===== src/core/gesc_regs.svh =====
/*
  register offsets, field positions, reset values and timing counts of the
  gate entrapment and speed control block.
  assumes a 100 MHz clock and a 32-bit APB slave port.
*/
`ifndef GESC_REGS_SVH
`define GESC_REGS_SVH
// ==========================================================================
// register byte offsets
`define GESC_CTRL_OFS      12'h000
`define GESC_CFG_OFS       12'h004
`define GESC_STAT_OFS      12'h008
`define GESC_IRQ_OFS       12'h00C
`define GESC_MASK_OFS      12'h010
`define GESC_AVG_OFS       12'h014
`define GESC_CMD_OFS       12'h018
`define GESC_LOGEV_OFS     12'h01C
// ==========================================================================
// reset values
`define GESC_SPEED_RST     4'h5
`define GESC_SENS_RST      4'h2
`define GESC_DLOG_RST      1'b0
// ==========================================================================
// timing: times in their own units, reverse count derived at 100 MHz, log-revert count in seconds
`define GESC_CLK_HZ        100000000
`define GESC_REV_MS        2000
`define GESC_REV_CYC       ((`GESC_CLK_HZ / 1000) * `GESC_REV_MS)
`define GESC_DLOG_HOURS    24
`define GESC_DLOG_SEC      (`GESC_DLOG_HOURS * 3600)
// ==========================================================================
// irq bit positions
`define GESC_IRQ_TRIP      0
`define GESC_IRQ_LOG       1
`define GESC_IRQ_REVERT    2
`endif

===== src/core/gesc_pkg.sv =====
/*
  types of the gate entrapment and speed control block.
  assumes nothing beyond a SystemVerilog compiler.
*/
`default_nettype none
package gesc_pkg;
  // ========================================================================
  // top level operating state, one-hot
  typedef enum logic [5:0] {
    GESC_RUN     = 6'h01,
    GESC_UMENU   = 6'h02,
    GESC_IMENU   = 6'h04,
    GESC_MOVE    = 6'h08,
    GESC_REVERSE = 6'h10,
    GESC_SAFE    = 6'h20
  } gesc_state_t;
  // log event kinds
  typedef enum logic [2:0] {
    GESC_LOG_NONE  = 3'h0,
    GESC_LOG_OPEN  = 3'h1,
    GESC_LOG_CLOSE = 3'h2,
    GESC_LOG_TRIP  = 3'h3,
    GESC_LOG_MENU  = 3'h4
  } gesc_log_t;
endpackage
`default_nettype wire


===== src/core/gesc_core.sv =====
/*
  gate entrapment and speed control: motor run, speed, current trip with
  adaptive threshold, menu entry conditions, detailed log enable, APB regs.
  assumes a buffered panel, a current sampler with a one-cycle valid,
  and a one-pulse-per-second timebase, all on clk.
*/
// The APB slave port and the register addresses were decided locally.
`include "gesc_regs.svh"
`default_nettype none
module gesc_core
  import gesc_pkg::*;
#(
  parameter int          AVG_LOG2    = 3,
  parameter int          CUR_W       = 12,
  parameter logic [11:0] HEAD_STEP   = 12'h020,
  parameter logic [11:0] FIXED_LIMIT = 12'hE00,
  parameter logic [11:0] BOOST       = 12'h100,
  parameter int          REV_CYC     = `GESC_REV_CYC,
  parameter int          DLOG_SEC    = `GESC_DLOG_SEC
) (
  input  wire logic              clk,
  input  wire logic              arst_n,
  input  wire logic              psel,
  input  wire logic              penable,
  input  wire logic              pwrite,
  input  wire logic [11:0]       paddr,
  input  wire logic [31:0]       pwdata,
  output logic      [31:0]       prdata,
  output logic                   pready,
  output logic                   pslverr,
  input  wire logic              btnOpen,
  input  wire logic              btnReset,
  input  wire logic              btnMenu,
  input  wire logic              secTick,
  input  wire logic              curValid,
  input  wire logic [11:0]       curSample,
  input  wire logic              belowFreezing,
  output logic                   motorOn,
  output logic                   motorOpenDir,
  output logic      [3:0]        motorSpeed,
  output logic                   dispSafe,
  output logic                   dispEntrap,
  output logic                   dispStatus,
  output logic                   logStrobe,
  output gesc_pkg::gesc_log_t    logKind,
  output logic                   irq
);
  localparam int AW = CUR_W + AVG_LOG2;
  localparam int DW = $clog2(DLOG_SEC + 1);
  localparam int RW = $clog2(REV_CYC + 1);

  typedef struct packed {
    gesc_state_t st;
    logic [2:0]  sync;     // open, reset, menu synchronisers stage 1
    logic [2:0]  btn;      // stage 2
    logic [2:0]  btnQ;     // previous stage 2 for edge detect
    logic [3:0]  spdOpen;
    logic [3:0]  spdClose;
    logic [3:0]  sens;
    logic        dlog;
    logic [DW-1:0] dlogCnt;
    logic [3:0]  setupDone; // usage, handing, weight, length
    logic        boost;
    logic        dir;
    logic [AW-1:0] accum;
    logic [RW-1:0] revCnt;
    logic [2:0]  irqSt;
    logic [2:0]  irqMask;
    logic        motorOn;
    logic [3:0]  motorSpeed;
    logic        logStb;
    gesc_log_t   logKind;
    logic [31:0] prdata;
    logic        pready;
    logic        pslverr;
    logic        irq;
  } gesc_core_t;

  gesc_core_t s_r, s_nxt;

  // clamp a written level into the legal range
  function automatic logic [3:0] gescClamp(input logic [3:0] v, input logic [3:0] lo,
                                           input logic [3:0] hi);
    gescClamp = (v < lo) ? lo : ((v > hi) ? hi : v);
  endfunction

  logic [CUR_W-1:0] avg;
  logic [13:0]      head;
  logic [13:0]      thresh;
  logic             apbWr;
  logic             apbRd;
  logic             menuEdge;
  logic             comboEdge;
  logic             trip;
  logic [2:0]       evt;
  logic [3:0]       lvl;

  // threshold: fixed for high settings, average plus headroom otherwise
  always_comb begin
    avg  = s_r.accum[AW-1:AVG_LOG2];
    head = 14'(HEAD_STEP) * 14'(s_r.sens + 4'h1);
    if (belowFreezing) begin
      head = head + (head >> 1);
    end
    if (s_r.sens > 4'h6) begin
      thresh = 14'(FIXED_LIMIT);
    end else begin
      thresh = 14'(avg) + head;
    end
    if (s_r.boost) begin
      thresh = thresh + 14'(BOOST);
    end
  end

  // the answer is prepared on the first access edge, a write lands only on the
  // edge where the master samples pready high, so a held request acts once
  assign apbWr     = psel & penable & pwrite & s_r.pready;
  assign apbRd     = psel & penable & ~s_r.pready;
  assign menuEdge  = s_r.btn[0] & ~s_r.btnQ[0];
  assign comboEdge = s_r.btn[2] & s_r.btn[1] & ~(s_r.btnQ[2] & s_r.btnQ[1]);
  assign trip      = (s_r.st == GESC_MOVE) & curValid & (14'(curSample) > thresh);

  // next-state logic of the whole block
  always_comb begin
    s_nxt         = s_r;
    evt           = 3'h0;
    lvl           = 4'h0;
    s_nxt.sync    = {btnOpen, btnReset, btnMenu};
    s_nxt.btn     = s_r.sync;
    s_nxt.btnQ    = s_r.btn;
    s_nxt.logStb  = 1'b0;
    s_nxt.pready  = 1'b0;
    s_nxt.pslverr = 1'b0;
    // running average only while driven, so idle zero current is ignored
    if (s_r.motorOn && curValid) begin
      s_nxt.accum = s_r.accum - AW'(avg) + AW'(curSample);
    end
    // detailed log expiry, counted in seconds
    if (s_r.dlog) begin
      if (secTick) begin
        s_nxt.dlogCnt = s_r.dlogCnt + DW'(1);
      end
      if (s_r.dlogCnt >= DW'(DLOG_SEC)) begin
        s_nxt.dlog    = `GESC_DLOG_RST;
        s_nxt.dlogCnt = '0;
        evt[`GESC_IRQ_REVERT] = 1'b1;
      end
    end else begin
      s_nxt.dlogCnt = '0;
    end
    unique case (s_r.st)
      GESC_RUN: begin
        if (menuEdge) begin
          s_nxt.st = GESC_UMENU;
        end
      end
      GESC_UMENU: begin
        if (comboEdge) begin
          s_nxt.st = GESC_IMENU;
        end else if (menuEdge) begin
          s_nxt.st = GESC_RUN;
        end
      end
      GESC_IMENU: begin
        if (menuEdge) begin
          s_nxt.st = GESC_RUN;
        end
      end
      GESC_MOVE: begin
        if (trip) begin
          s_nxt.st      = GESC_REVERSE;
          s_nxt.dir     = ~s_r.dir;
          s_nxt.revCnt  = RW'(REV_CYC - 1);
          s_nxt.boost   = 1'b1;
          s_nxt.logStb  = 1'b1;
          s_nxt.logKind = GESC_LOG_TRIP;
          evt[`GESC_IRQ_TRIP] = 1'b1;
        end
      end
      GESC_REVERSE: begin
        if (s_r.revCnt == '0) begin
          s_nxt.st = GESC_SAFE;
        end else begin
          s_nxt.revCnt = s_r.revCnt - RW'(1);
        end
      end
      GESC_SAFE: begin
        if (menuEdge) begin
          s_nxt.st = GESC_RUN;
        end
      end
    endcase
    // register writes, only on the access phase
    if (apbWr) begin
      unique case (paddr)
        `GESC_CTRL_OFS: begin
          if (s_r.st == GESC_IMENU) begin
            s_nxt.spdOpen  = gescClamp(pwdata[3:0], 4'h1, 4'hA);
            s_nxt.spdClose = gescClamp(pwdata[7:4], 4'h1, 4'hA);
            s_nxt.sens     = gescClamp(pwdata[11:8], 4'h0, 4'h9);
            s_nxt.logStb   = 1'b1;
            s_nxt.logKind  = GESC_LOG_MENU;
          end
        end
        `GESC_CFG_OFS: begin
          s_nxt.setupDone = pwdata[3:0];
          if (pwdata[8] && !s_r.dlog) begin
            s_nxt.dlogCnt = '0;
          end
          s_nxt.dlog = pwdata[8];
        end
        `GESC_IRQ_OFS: begin
          s_nxt.irqSt = s_r.irqSt & ~pwdata[2:0];
        end
        `GESC_MASK_OFS: begin
          s_nxt.irqMask = pwdata[2:0];
        end
        `GESC_CMD_OFS: begin
          // start a travel only when idle and fully set up
          if (s_r.st == GESC_RUN && (&s_r.setupDone) && pwdata[0]) begin
            s_nxt.st    = GESC_MOVE;
            s_nxt.dir   = pwdata[1];
            if (s_r.dlog) begin
              s_nxt.logStb  = 1'b1;
              s_nxt.logKind = pwdata[1] ? GESC_LOG_OPEN : GESC_LOG_CLOSE;
            end
          end else if (s_r.st == GESC_MOVE && pwdata[2]) begin
            s_nxt.st    = GESC_RUN;
            s_nxt.boost = 1'b0;
          end
        end
        default: begin
        end
      endcase
    end
    evt[`GESC_IRQ_LOG] = s_nxt.logStb;
    s_nxt.irqSt = s_nxt.irqSt | evt;                                    // set wins over clear
    s_nxt.irq   = |(s_nxt.irqSt & s_nxt.irqMask);
    // motor drive follows the next state
    s_nxt.motorOn = (s_nxt.st == GESC_MOVE) || (s_nxt.st == GESC_REVERSE);
    lvl = s_nxt.dir ? s_nxt.spdOpen : s_nxt.spdClose;
    s_nxt.motorSpeed = s_nxt.motorOn ? lvl : 4'h0;
    // read mux
    if (apbRd) begin
      s_nxt.pready = 1'b1;
      s_nxt.prdata = 32'h0;
      unique case (paddr)
        `GESC_CTRL_OFS:  s_nxt.prdata = {20'h0, s_r.sens, s_r.spdClose, s_r.spdOpen};
        `GESC_CFG_OFS:   s_nxt.prdata = {23'h0, s_r.dlog, 4'h0, s_r.setupDone};
        `GESC_STAT_OFS:  s_nxt.prdata = {25'h0, s_r.boost, s_r.dir, 3'h0, s_r.st[5:4]} |
                                        {26'h0, s_r.st};
        `GESC_IRQ_OFS:   s_nxt.prdata = {29'h0, s_r.irqSt};
        `GESC_MASK_OFS:  s_nxt.prdata = {29'h0, s_r.irqMask};
        `GESC_AVG_OFS:   s_nxt.prdata = {20'h0, avg};
        `GESC_CMD_OFS:   s_nxt.prdata = 32'h0;
        `GESC_LOGEV_OFS: s_nxt.prdata = {29'h0, s_r.logKind};
        default:         s_nxt.pslverr = 1'b1;
      endcase
    end
  end

  // one register for the whole state; asynchronous reset to constants
  always_ff @(posedge clk or negedge arst_n) begin
    if (!arst_n) begin
      s_r          <= '0;
      s_r.st       <= GESC_RUN;
      s_r.spdOpen  <= `GESC_SPEED_RST;
      s_r.spdClose <= `GESC_SPEED_RST;
      s_r.sens     <= `GESC_SENS_RST;
      s_r.dlog     <= `GESC_DLOG_RST;
      s_r.logKind  <= GESC_LOG_NONE;
    end else begin
      s_r <= s_nxt;
    end
  end

  // outputs straight from the state register
  assign prdata       = s_r.prdata;
  assign pready       = s_r.pready;
  assign pslverr      = s_r.pslverr;
  assign motorOn      = s_r.motorOn;
  assign motorOpenDir = s_r.dir;
  assign motorSpeed   = s_r.motorSpeed;
  assign dispSafe     = s_r.st[5];
  assign dispEntrap   = s_r.st[4];
  assign dispStatus   = s_r.st[0];
  assign logStrobe    = s_r.logStb;
  assign logKind      = s_r.logKind;
  assign irq          = s_r.irq;
endmodule
`default_nettype wire


===== config.mk =====
export PLATFORM = sky130hd
export DESIGN_NAME = gesc_core
export DESIGN_NICKNAME = d
export VERILOG_FILES = /design/src/core/gesc_pkg.sv /design/src/core/gesc_core.sv
export VERILOG_INCLUDE_DIRS = /design/src /design/src/core
export SDC_FILE = /design/constraint.sdc
export NUM_CORES = 1
export LEC_CHECK = 0
export BUFFER_PORTS_ARGS = -buffer_cell sky130_fd_sc_hd__clkbuf_2
export CAP_MARGIN = 15
export CORE_MARGIN = 2
export CORE_UTILIZATION = 59
export DETAILED_ROUTE_END_ITERATION = 10
export PLACE_DENSITY_LB_ADDON = 0.12
export SYNTH_ARGS = -nofsm -noshare
export SYNTH_HDL_FRONTEND = slang
export SYNTH_SLANG_ARGS = --single-unit

===== constraint.sdc =====
create_clock -name clk -period 6.6 [get_ports clk]
set_clock_uncertainty 0.05 [all_clocks]
set_input_delay 0.99 -clock clk [delete_from_list [all_inputs] [get_ports clk]]
set_output_delay 0.99 -clock clk [all_outputs]
set_load 0.01 [all_outputs]

==> results of run 1 <==
-- layer usage --
metal  wire length [µm]  vias up  global-route usage (%)  share of wire [%]
met5                  0        -                       0                  0
met4                518        0                    10.2                2.7
met3                814       31                    5.48                4.3
met2               9250      165                    43.5                 49
met1               8330     3244                    34.7                 44
li1                   -     3271                       -                  -
-- sequential cells by signal, summed over array words and instances, names as in the netlist --
signal	cells
prdata	12
dispSafe	1
avg	12
dispEntrap	1
dispStatus	1
pready	1
logKind	3
logStrobe	1
s_r	78
s_nxt	6
irq	1
pslverr	1
motorSpeed	4
motorOpenDir	1
motorOn	1
-- cells by family (layout without fill, tap and decap cells) --
group | after synthesis | in the layout | share of synthesized area (%)
buffers and inverters | 146 | 192 | 8.52
XOR/XNOR | 58 | 58 | 6.14
AND/OR/NAND/NOR | 326 | 326 | 20.0
flip-flops | 124 | 124 | 37.6
multiplexers | 21 | 21 | 2.81
adder cells (fa/ha/maj) | 59 | 59 | 10.2
AO/OA/AOI/OAI | 186 | 186 | 14.7
other | 1 | 20 | 0.0453
-- worst register-to-register path: cells and delay by family, from the launching register on --
kind,cells,cell delay [ns]
compound gates,8,1.93
xor+xnor,4,0.79
fa+ha+maj,4,1.10
buf+inv,2,0.41
flops,1,0.63
mux,1,0.44
simple gates,5,0.73
-- cell usage after synthesis (all sizes together), types with 8 or more instances --
master / n
nor3: 27
clkbuf: 22
mux2: 15
o21a: 11
nand2: 87
fa: 14
nor4: 18
nor2b: 8
a22o: 10
o21ai: 65
and3: 14
nand2b: 14
inv: 80
ha: 45
a211oi: 13
buf: 44
xor2: 34
nand3: 25
or3: 13
a21oi: 34
nor2: 73
dfrtp: 118
nand4: 14
xnor2: 24
o211ai: 9
-- cell usage in the layout (no fill, tap or decap), drive strengths merged, types with 15 or more instances in the layout --
cell type / n
nor2: 73
nand3: 25
a21oi: 34
nor3: 27
xnor2: 24
ha: 45
o21ai: 65
dfrtp: 118
inv: 83
nand2: 87
conb: 20
mux2: 15
nor4: 18
xor2: 34
clkbuf: 91
-- power groups by stage --
stage	Sequential, mW	Combinational [mW]	Clock [mW]
after floorplan	0.929	1.02	0
after global placement	0.985	1.24	0
after detailed placement	0.987	1.26	0
after CTS	0.975	1.27	0.968
after global routing	0.986	1.47	1.00
final	0.976	1.27	0.953
-- how the worst max path moves through the flow --
| stage | endpoint | cells after the start | start |
|---|---|---|---|
| after floorplan | s_r[67] | 24 | s_r[118] |
| after global placement | motorSpeed[0] | 24 | s_r[118] |
| after detailed placement | motorSpeed[0] | 24 | s_r[118] |
| after CTS | motorSpeed[0] | 24 | s_r[118] |
| after global routing | motorSpeed[1] | 24 | s_r[118] |
| final | motorSpeed[2] | 24 | s_r[118] |
-- area by class of cell --
| class | count | area [µm²] |
|---|---|---|
| fill | 1148 | 4570 |
| multi-input combinational | 670 | 4530 |
| sequential | 124 | 3110 |
| clock buffer | 18 | 439 |
| timing repair buffer | 81 | 425 |
| inverter | 80 | 300 |
| tap | 180 | 225 |
| clock inverter | 13 | 164 |
-- per-stage QoR --
step           hold slack [ns]  power [mW]  utilization (%)
5_1_grt                  0.319        3.46             66.8
3_3_place_gp             0.285        2.22             62.4
4_1_cts                  0.299        3.22             66.8
6_report                 0.296        3.20             66.8
2_1_floorplan            0.281        1.95                -
3_5_place_dp             0.286        2.25             62.4
==> metrics.cfg, run 1 <==
[sta]
finalSetupViolations = 0
finalCritPeriodShare_pct = 93.5
slew_viol_final = 0
rsz0062_at_grt = false
worst_pin_slew_ns = 0.952
finalHoldViolations = 0
fin_crit_ns = 6.17
fmax_ghz = 0.162
setup_ws_ns = 0.432
max-slew-margin-rel_pct = 35.9
fin_tns_setup_ns = 0

[placement]
hpwl_um = 13900
pre_cts_ws_ns = 0.555
io_buffer_count = 74
dpl.cell_count = 1135
dpl_cell_area_mm2 = 0.00860
gp_congestion = 0.891

[worst_setup_path]
cp_top_family = compound AO/OA/AOI/OAI gates
path_buf_inv = 2
crit_top_cell = ha_1
start_kind = flip-flop
path_max_fanout = 17
ff2ff_setup_slack_ns = 0.43
critical_path.max_stage_delay_ns = 0.63
crit_slowest_cell = dfstp_2
path_class = reg2reg
critPathRequiredTime_ns = 6.85
r2r_end = motorSpeed[2]
crit-reg2reg-launch = s_r[118]
rr_worst_depth = 24
endpoint_kind = flip-flop
critical_path_arrival_ns = 6.42
worstPathCellList = ha_1 -> xnor2_1 -> inv_1 -> ha_1 -> nor2b_1 -> o21a_1 -> o21ai_0 -> xnor2_1 -> ha_1 -> a21oi_1 -> nand2_1 -> a221oi_1 -> mux2i_2 -> xor2_1 -> ha_1 -> nand4_1 -> nor4_1 -> a311o_1 -> a211o_1 -> a41oi_4 -> buf_4 -> xnor2_1 -> a211oi_1 -> nor4_1

[logic_synthesis]
synth_area_leader_cell = dfrtp_1
async_flop_share_pct = 100
synth_edf_count = 0
synth_top_area_share_pct = 35.7
avgSynthCellArea_um2 = 8.99
seq_area_frac_synth_pct = 37.6
synth.area.top_cells = dfrtp_1, ha_1, nand2_1
synthCells = 921
synth-seq-cells = 124
yosysUniqueCellTypes = 72
synth.cell_area_mm2 = 0.00828
ys.flop_type = dfrtp_1
ys_warn_count = 0

[routing]
vias_per_cell = 5.76
drc = 0
first_pass_iters = 8
wl_um = 18900
ant_nets = 0
vias = 6711
wl_per_cell_um = 16.2
drt_iter0_drc = 508

[global_route]
grt_max_degree = 77
grt_usage_pct = 26.6
grt_first_pass_wirelength_um = 30800
overflow = 0
antenna_found_initial = 0
grt_pass1_vias = 6314

[clocking]
clkSinkCount = 124
cts_buffer_depth = 2
cts.clk_slew.worst_paths_ns = 0.05
cts_resized = 0
cts_tree = done
root_buffer = clkbuf_16
post_cts_buffers = 0
clk_latency_ns = 0.42
cts-hold-fix-buffers = 0
cts_max_level = 4
numCtsBuffers = 17

[floorplanning]
dieHeight_um = 122
rows = 43
io_pins = 115
start_util_pct = 60.1
core-area_mm2 = 0.0138
dieArea_mm2 = 0.0150
die_w_um = 122

[run]
drv_cap = 0

[hold_path]
holdCritStartpoint = s_nxt[133]
whs_path_depth = 0
holdPathEnd = s_nxt[130]
hold_path.class = reg2reg

[power]
p_int_mw = 2.00
power.density_mw_per_mm2 = 348
power_frac_comb_pct = 39.8
p_sw_mw = 1.21
seq_power_share_pct = 30.5
switching_share_pct = 37.7
power.share.clock_pct = 29.7
vdd_drop_max_mv = 0.234
leakage_nw = 4.28

[layout]
nNetsFinal = 1100
diodes = 0
stdcell_count = 1166
final_area_mm2 = 0.00920
syn_to_final_growth_pct = 11.1
final_layout_size_suffix_gt1_share_pct = 15.2

[run_status]
status = complete, no violations

Note: power is estimated with default switching activity, not from simulation.
==> inputs of run 2 (changes only) <==
- CORE_MARGIN: 2 -> not set
- GPL_ROUTABILITY_DRIVEN: not set -> 0
==> run 2 against run 1 <==
Effect of this change:
- maximum frequency grew 0.64%
- first-iteration DRC count decreased by 14%
- hold slack better by 0.0016 ns
- sequential share of layout area is 0.24 points higher
- final area fell by 0.71%
- utilization rose by 1.1 points
- total power is 2.8% lower
- worst setup slack improved by 0.039 ns
- register-to-register slack improved by 0.04 ns
- sequential power barely moved
- critical endpoint is now s_r[67]
- largest power group unchanged
==> metrics.cfg, run 2 (synthesized netlist as in run 1, its figures left out) <==
[clocking]
root_buffer = clkbuf_16
cts_tree = done
cts_resized = 0
clkSinkCount = 124
cts_buffer_depth = 2
cts-hold-fix-buffers = 0
numCtsBuffers = 17
cts_max_level = 4
post_cts_buffers = 0
clk_latency_ns = 0.42
cts.clk_slew.worst_paths_ns = 0.06

[routing]
drc = 0
wl_per_cell_um = 16.2
vias_per_cell = 5.77
wl_um = 18800
drt_iter0_drc = 438
vias = 6702
ant_nets = 0
first_pass_iters = 7

[placement]
dpl_cell_area_mm2 = 0.00858
pre_cts_ws_ns = 0.512
hpwl_um = 13900
io_buffer_count = 74

[floorplanning]
start_util_pct = 61.5
dieArea_mm2 = 0.0145
io_pins = 115
core-area_mm2 = 0.0135
rows = 42
dieHeight_um = 120
die_w_um = 120

[run_status]
status = complete, no violations

[layout]
largest_reg_flops = 78
final_area_mm2 = 0.00913
final_util_pct = 67.9
fillers = 1143
final_layout_size_suffix_gt1_share_pct = 14.9
diodes = 0
nNetsFinal = 1099
final_common_cell = dfrtp_1
regMostFlops = s_r
syn_to_final_growth_pct = 10.3
layout_common_cells = dfrtp_1, nand2_1, inv_1

[sta]
worst_pin_slew_ns = 1.02
max-slew-margin-rel_pct = 31.1
fin_crit_ns = 6.13
fin_tns_setup_ns = 0
hold_slack_ns = 0.298
slew_viol_final = 0
finalCritPeriodShare_pct = 92.9
finalHoldViolations = 0
setup_ws_ns = 0.471
finalSetupViolations = 0
rsz0062_at_grt = false
fmax_ghz = 0.163

[global_route]
grt_usage_pct = 27.8
grt_max_degree = 65
grt_pass1_vias = 6446
antenna_found_initial = 0
overflow = 0
grt_first_pass_wirelength_um = 31300

[worst_setup_path]
crit-reg2reg-launch = s_r[118]
start_kind = flip-flop
critical_path_arrival_ns = 6.43
path_max_fanout = 9
path_class = reg2reg
endpoint_kind = flip-flop
startpoint = s_r[118]
critPathRequiredTime_ns = 6.91

[power]
vdd_drop_max_mv = 0.203
power.density_mw_per_mm2 = 341
leakage_nw = 4.24

[hold_path]
hold_path.class = reg2reg
holdCritStartpoint = s_nxt[133]

[run]
drv_cap = 0

[run 2: report_power, final]
group	total, mW	internal [mW]	leakage [nW]	switching (mW)
logic	1.27	0.549	2.44	0.717
clock network	0.870	0.525	0.256	0.345
registers	0.976	0.841	1.54	0.135
[run 2: critical path, stage by stage, from the launching register on]
cell	delay (ns)
dfstp_2	0.60
nand3_1	0.10
xor2_1	0.27
inv_1	0.11
ha_1	0.35
nor2b_1	0.14
o21a_1	0.15
o21ai_0	0.18
xnor2_1	0.15
ha_1	0.30
a21oi_1	0.16
nand2_1	0.12
a221oi_1	0.46
mux2i_2	0.43
xor2_1	0.19
ha_1	0.26
nand4_1	0.12
nor4_1	0.08
a311o_1	0.31
a211o_1	0.28
a41oi_4	0.36
o211ai_1	0.20
buf_4	0.22
or4_1	0.40
nand3_1	0.09
[run 2: stage by stage]
stage	power, mW	instances
after global placement	2.22	1130
after detailed placement	2.24	1130
after global routing	3.37	1161
final	3.11	1161
after floorplan	1.95	940
after CTS	3.12	1161
[run 2: final cells by class]
cell class	count	area (µm²)	share of cell area, %
Clock buffer	21	450	4.93
Clock inverter	10	92.6	1.01
Inverter	80	300	3.29
Sequential cell	124	3110	34.1
Tap cell	176	220	2.41
Multi-Input combinational cell	670	4540	49.7
Timing Repair Buffer	80	418	4.58
[run 2: final timing paths]
| path | end | slack (ns) | depth (start not counted) |
|---|---|---|---|
| worst max register to register | s_r[67] | 0.47 | 24 |
| worst max-delay path | s_r[67] | 0.47 | 24 |
| worst min register to register | s_nxt[130] | 0.30 | 0 |
| max in group asynchronous | s_r[96] | 4.57 | 2 |
| min in group asynchronous | s_r[79] | 0.60 | 1 |
| worst min-delay path | s_nxt[130] | 0.30 | 0 |
[run 2: metal layers]
layer | up-vias | GRT usage, % | share of wire (%)
li1 | 3274 | - | -
met1 | 3198 | 35.3 | 44
met2 | 200 | 46.6 | 49
met3 | 30 | 6.13 | 4.7
met4 | 0 | 10.3 | 2.2
met5 | - | 0 | 0
==> inputs of run 3 (changes only) <==
- REMOVE_ABC_BUFFERS: not set -> 1
==> run 3 against run 2 <==
Effect of this change:
- cell count up 0.17%
- hold slack better by 0.0034 ns
- wire length down 0.44%
- total power up 5.2%
- maximum frequency down 1.2%
- critical endpoint is now motorSpeed[3]
==> metrics.cfg, run 3 (synthesized netlist as in run 1, its figures left out) <==
[routing]
vias_per_cell = 5.68
first_pass_iters = 5
drt_iter0_drc = 348
drc = 0
vias = 6611
ant_nets = 0
wl_per_cell_um = 16.1
wl_um = 18800

[clocking]
cts-hold-fix-buffers = 0
root_buffer = clkbuf_16
cts_max_level = 4
clkSinkCount = 124
cts_resized = 0
cts_buffer_depth = 2
clk_latency_ns = 0.43
numCtsBuffers = 17
cts.clk_slew.worst_paths_ns = 0.05
post_cts_buffers = 0
cts_tree = done

[floorplanning]
rows = 42
start_util_pct = 61.5
io_pins = 115
core-area_mm2 = 0.0135
dieArea_mm2 = 0.0145
dieHeight_um = 120
die_w_um = 120

[placement]
io_buffer_count = 74
hpwl_um = 13800
pre_cts_ws_ns = 0.463

[sta]
slew_viol_final = 0
finalCritPeriodShare_pct = 94.0
finalSetupViolations = 0
setup_ws_ns = 0.394
finalHoldViolations = 0
fin_crit_ns = 6.21
rsz0062_at_grt = true
fmax_ghz = 0.161
worst_pin_slew_ns = 1.16
max-slew-margin-rel_pct = 22.2

[global_route]
antenna_found_initial = 0
grt_max_degree = 67
use_met2_pct = 44.3
grt_first_pass_wirelength_um = 31200
use_met1_pct = 37.5
grt_pass1_vias = 6317
gr-max-usage-layer = met2
overflow = 0
use_met3_pct = 5.33
grt_usage_pct = 27.6

[layout]
fillers = 1117
largest_reg_flops = 78
final_util_pct = 68.9
layout_common_cells = dfrtp_1, nand2_1, inv_1
regMostFlops = s_r
final_layout_size_suffix_gt1_share_pct = 15.7
regArea_mm2 = 0.00311
diodes = 0
final_common_cell = dfrtp_1
multi_input_area_mm2 = 0.00456
nNetsFinal = 1100
syn_to_final_growth_pct = 12.0

[power]
leakage_nw = 4.30
power.density_mw_per_mm2 = 353
vdd_drop_max_mv = 0.227

[worst_setup_path]
crit_slowest_cell = dfstp_2
endpoint_kind = flip-flop
critPathRequiredTime_ns = 6.83
worstPathCellList = ha_1 -> xnor2_1 -> inv_1 -> ha_1 -> nor2b_1 -> o21a_1 -> o21ai_0 -> xnor2_1 -> ha_1 -> a21oi_1 -> nand2_1 -> a221oi_1 -> mux2i_2 -> xor2_1 -> ha_1 -> nand4_1 -> nor4_2 -> a311o_1 -> a211o_1 -> a41o_1 -> a31oi_1 -> xnor2_1 -> nor4_2
path_buf_inv = 1
rr_worst_depth = 23
path_max_fanout = 8
crit_top_cell = ha_1
critical_path.max_stage_delay_ns = 0.61
r2r_end = motorSpeed[3]
cp_top_family = compound AO/OA/AOI/OAI gates
crit-reg2reg-launch = s_r[118]
ff2ff_setup_slack_ns = 0.39
path_class = reg2reg
start_kind = flip-flop
critical_path_arrival_ns = 6.44

[hold_path]
holdCritStartpoint = s_nxt[134]
holdPathEnd = s_nxt[131]
hold_path.class = reg2reg
whs_path_depth = 0

[run]
drv_cap = 0

[run_status]
status = complete, no violations

-- run 3: changes by cell type in the layout (fill, tap and decap cells not counted), moves of 3 or more --
cell and change:
bufinv_16 +4, clkbuf_1 -3, nor4_1 -4, nor4_2 +4
-- run 3: area by class of cell --
type	count	share of cell area (%)
multi-input combinational	670	49.2
sequential	124	33.5
clock buffer	18	4.74
timing repair buffer	81	4.59
inverter	80	3.24
tap	176	2.37
clock inverter	14	2.33
-- run 3: layer usage --
layer  wire length [µm]  share of wire [%]
met2               8760                 47
met3                935                5.0
met4                364                1.9
met5                  0                  0
met1               8690                 46
-- run 3: metrics by stage --
step	TNS [ns]	power, mW	area [µm²]	hold slack (ns)	cells
after floorplan	0	1.93	7950	0.281	874
after global placement	0	2.21	8590	0.282	1131
after detailed placement	0	2.23	8590	0.292	1131
after CTS	0	3.27	9250	0.305	1163
after global routing	-0.0221	3.52	9270	0.304	1163
final	0	3.27	9270	0.301	1163
-- run 3: power breakdown --
part | total (mW) | switching (mW) | internal, mW
clock network | 1.04 | 0.357 | 0.680
registers | 0.968 | 0.127 | 0.842
logic | 1.27 | 0.715 | 0.551
-- run 3: worst max path at each step --
| stage | start | to | slack, ns | cells after the start |
|---|---|---|---|---|
| 6_report | s_r[118] | motorSpeed[3] | 0.39 | 23 |
| 5_1_grt | s_r[118] | motorSpeed[3] | -0.02 | 24 |
| 4_1_cts | s_r[118] | motorSpeed[3] | 0.40 | 23 |
| 3_5_place_dp | s_r[118] | motorSpeed[3] | 0.46 | 23 |
| 3_3_place_gp | s_r[118] | motorSpeed[3] | 0.46 | 23 |
| 2_1_floorplan | s_r[118] | s_r[77] | 0.73 | 23 |
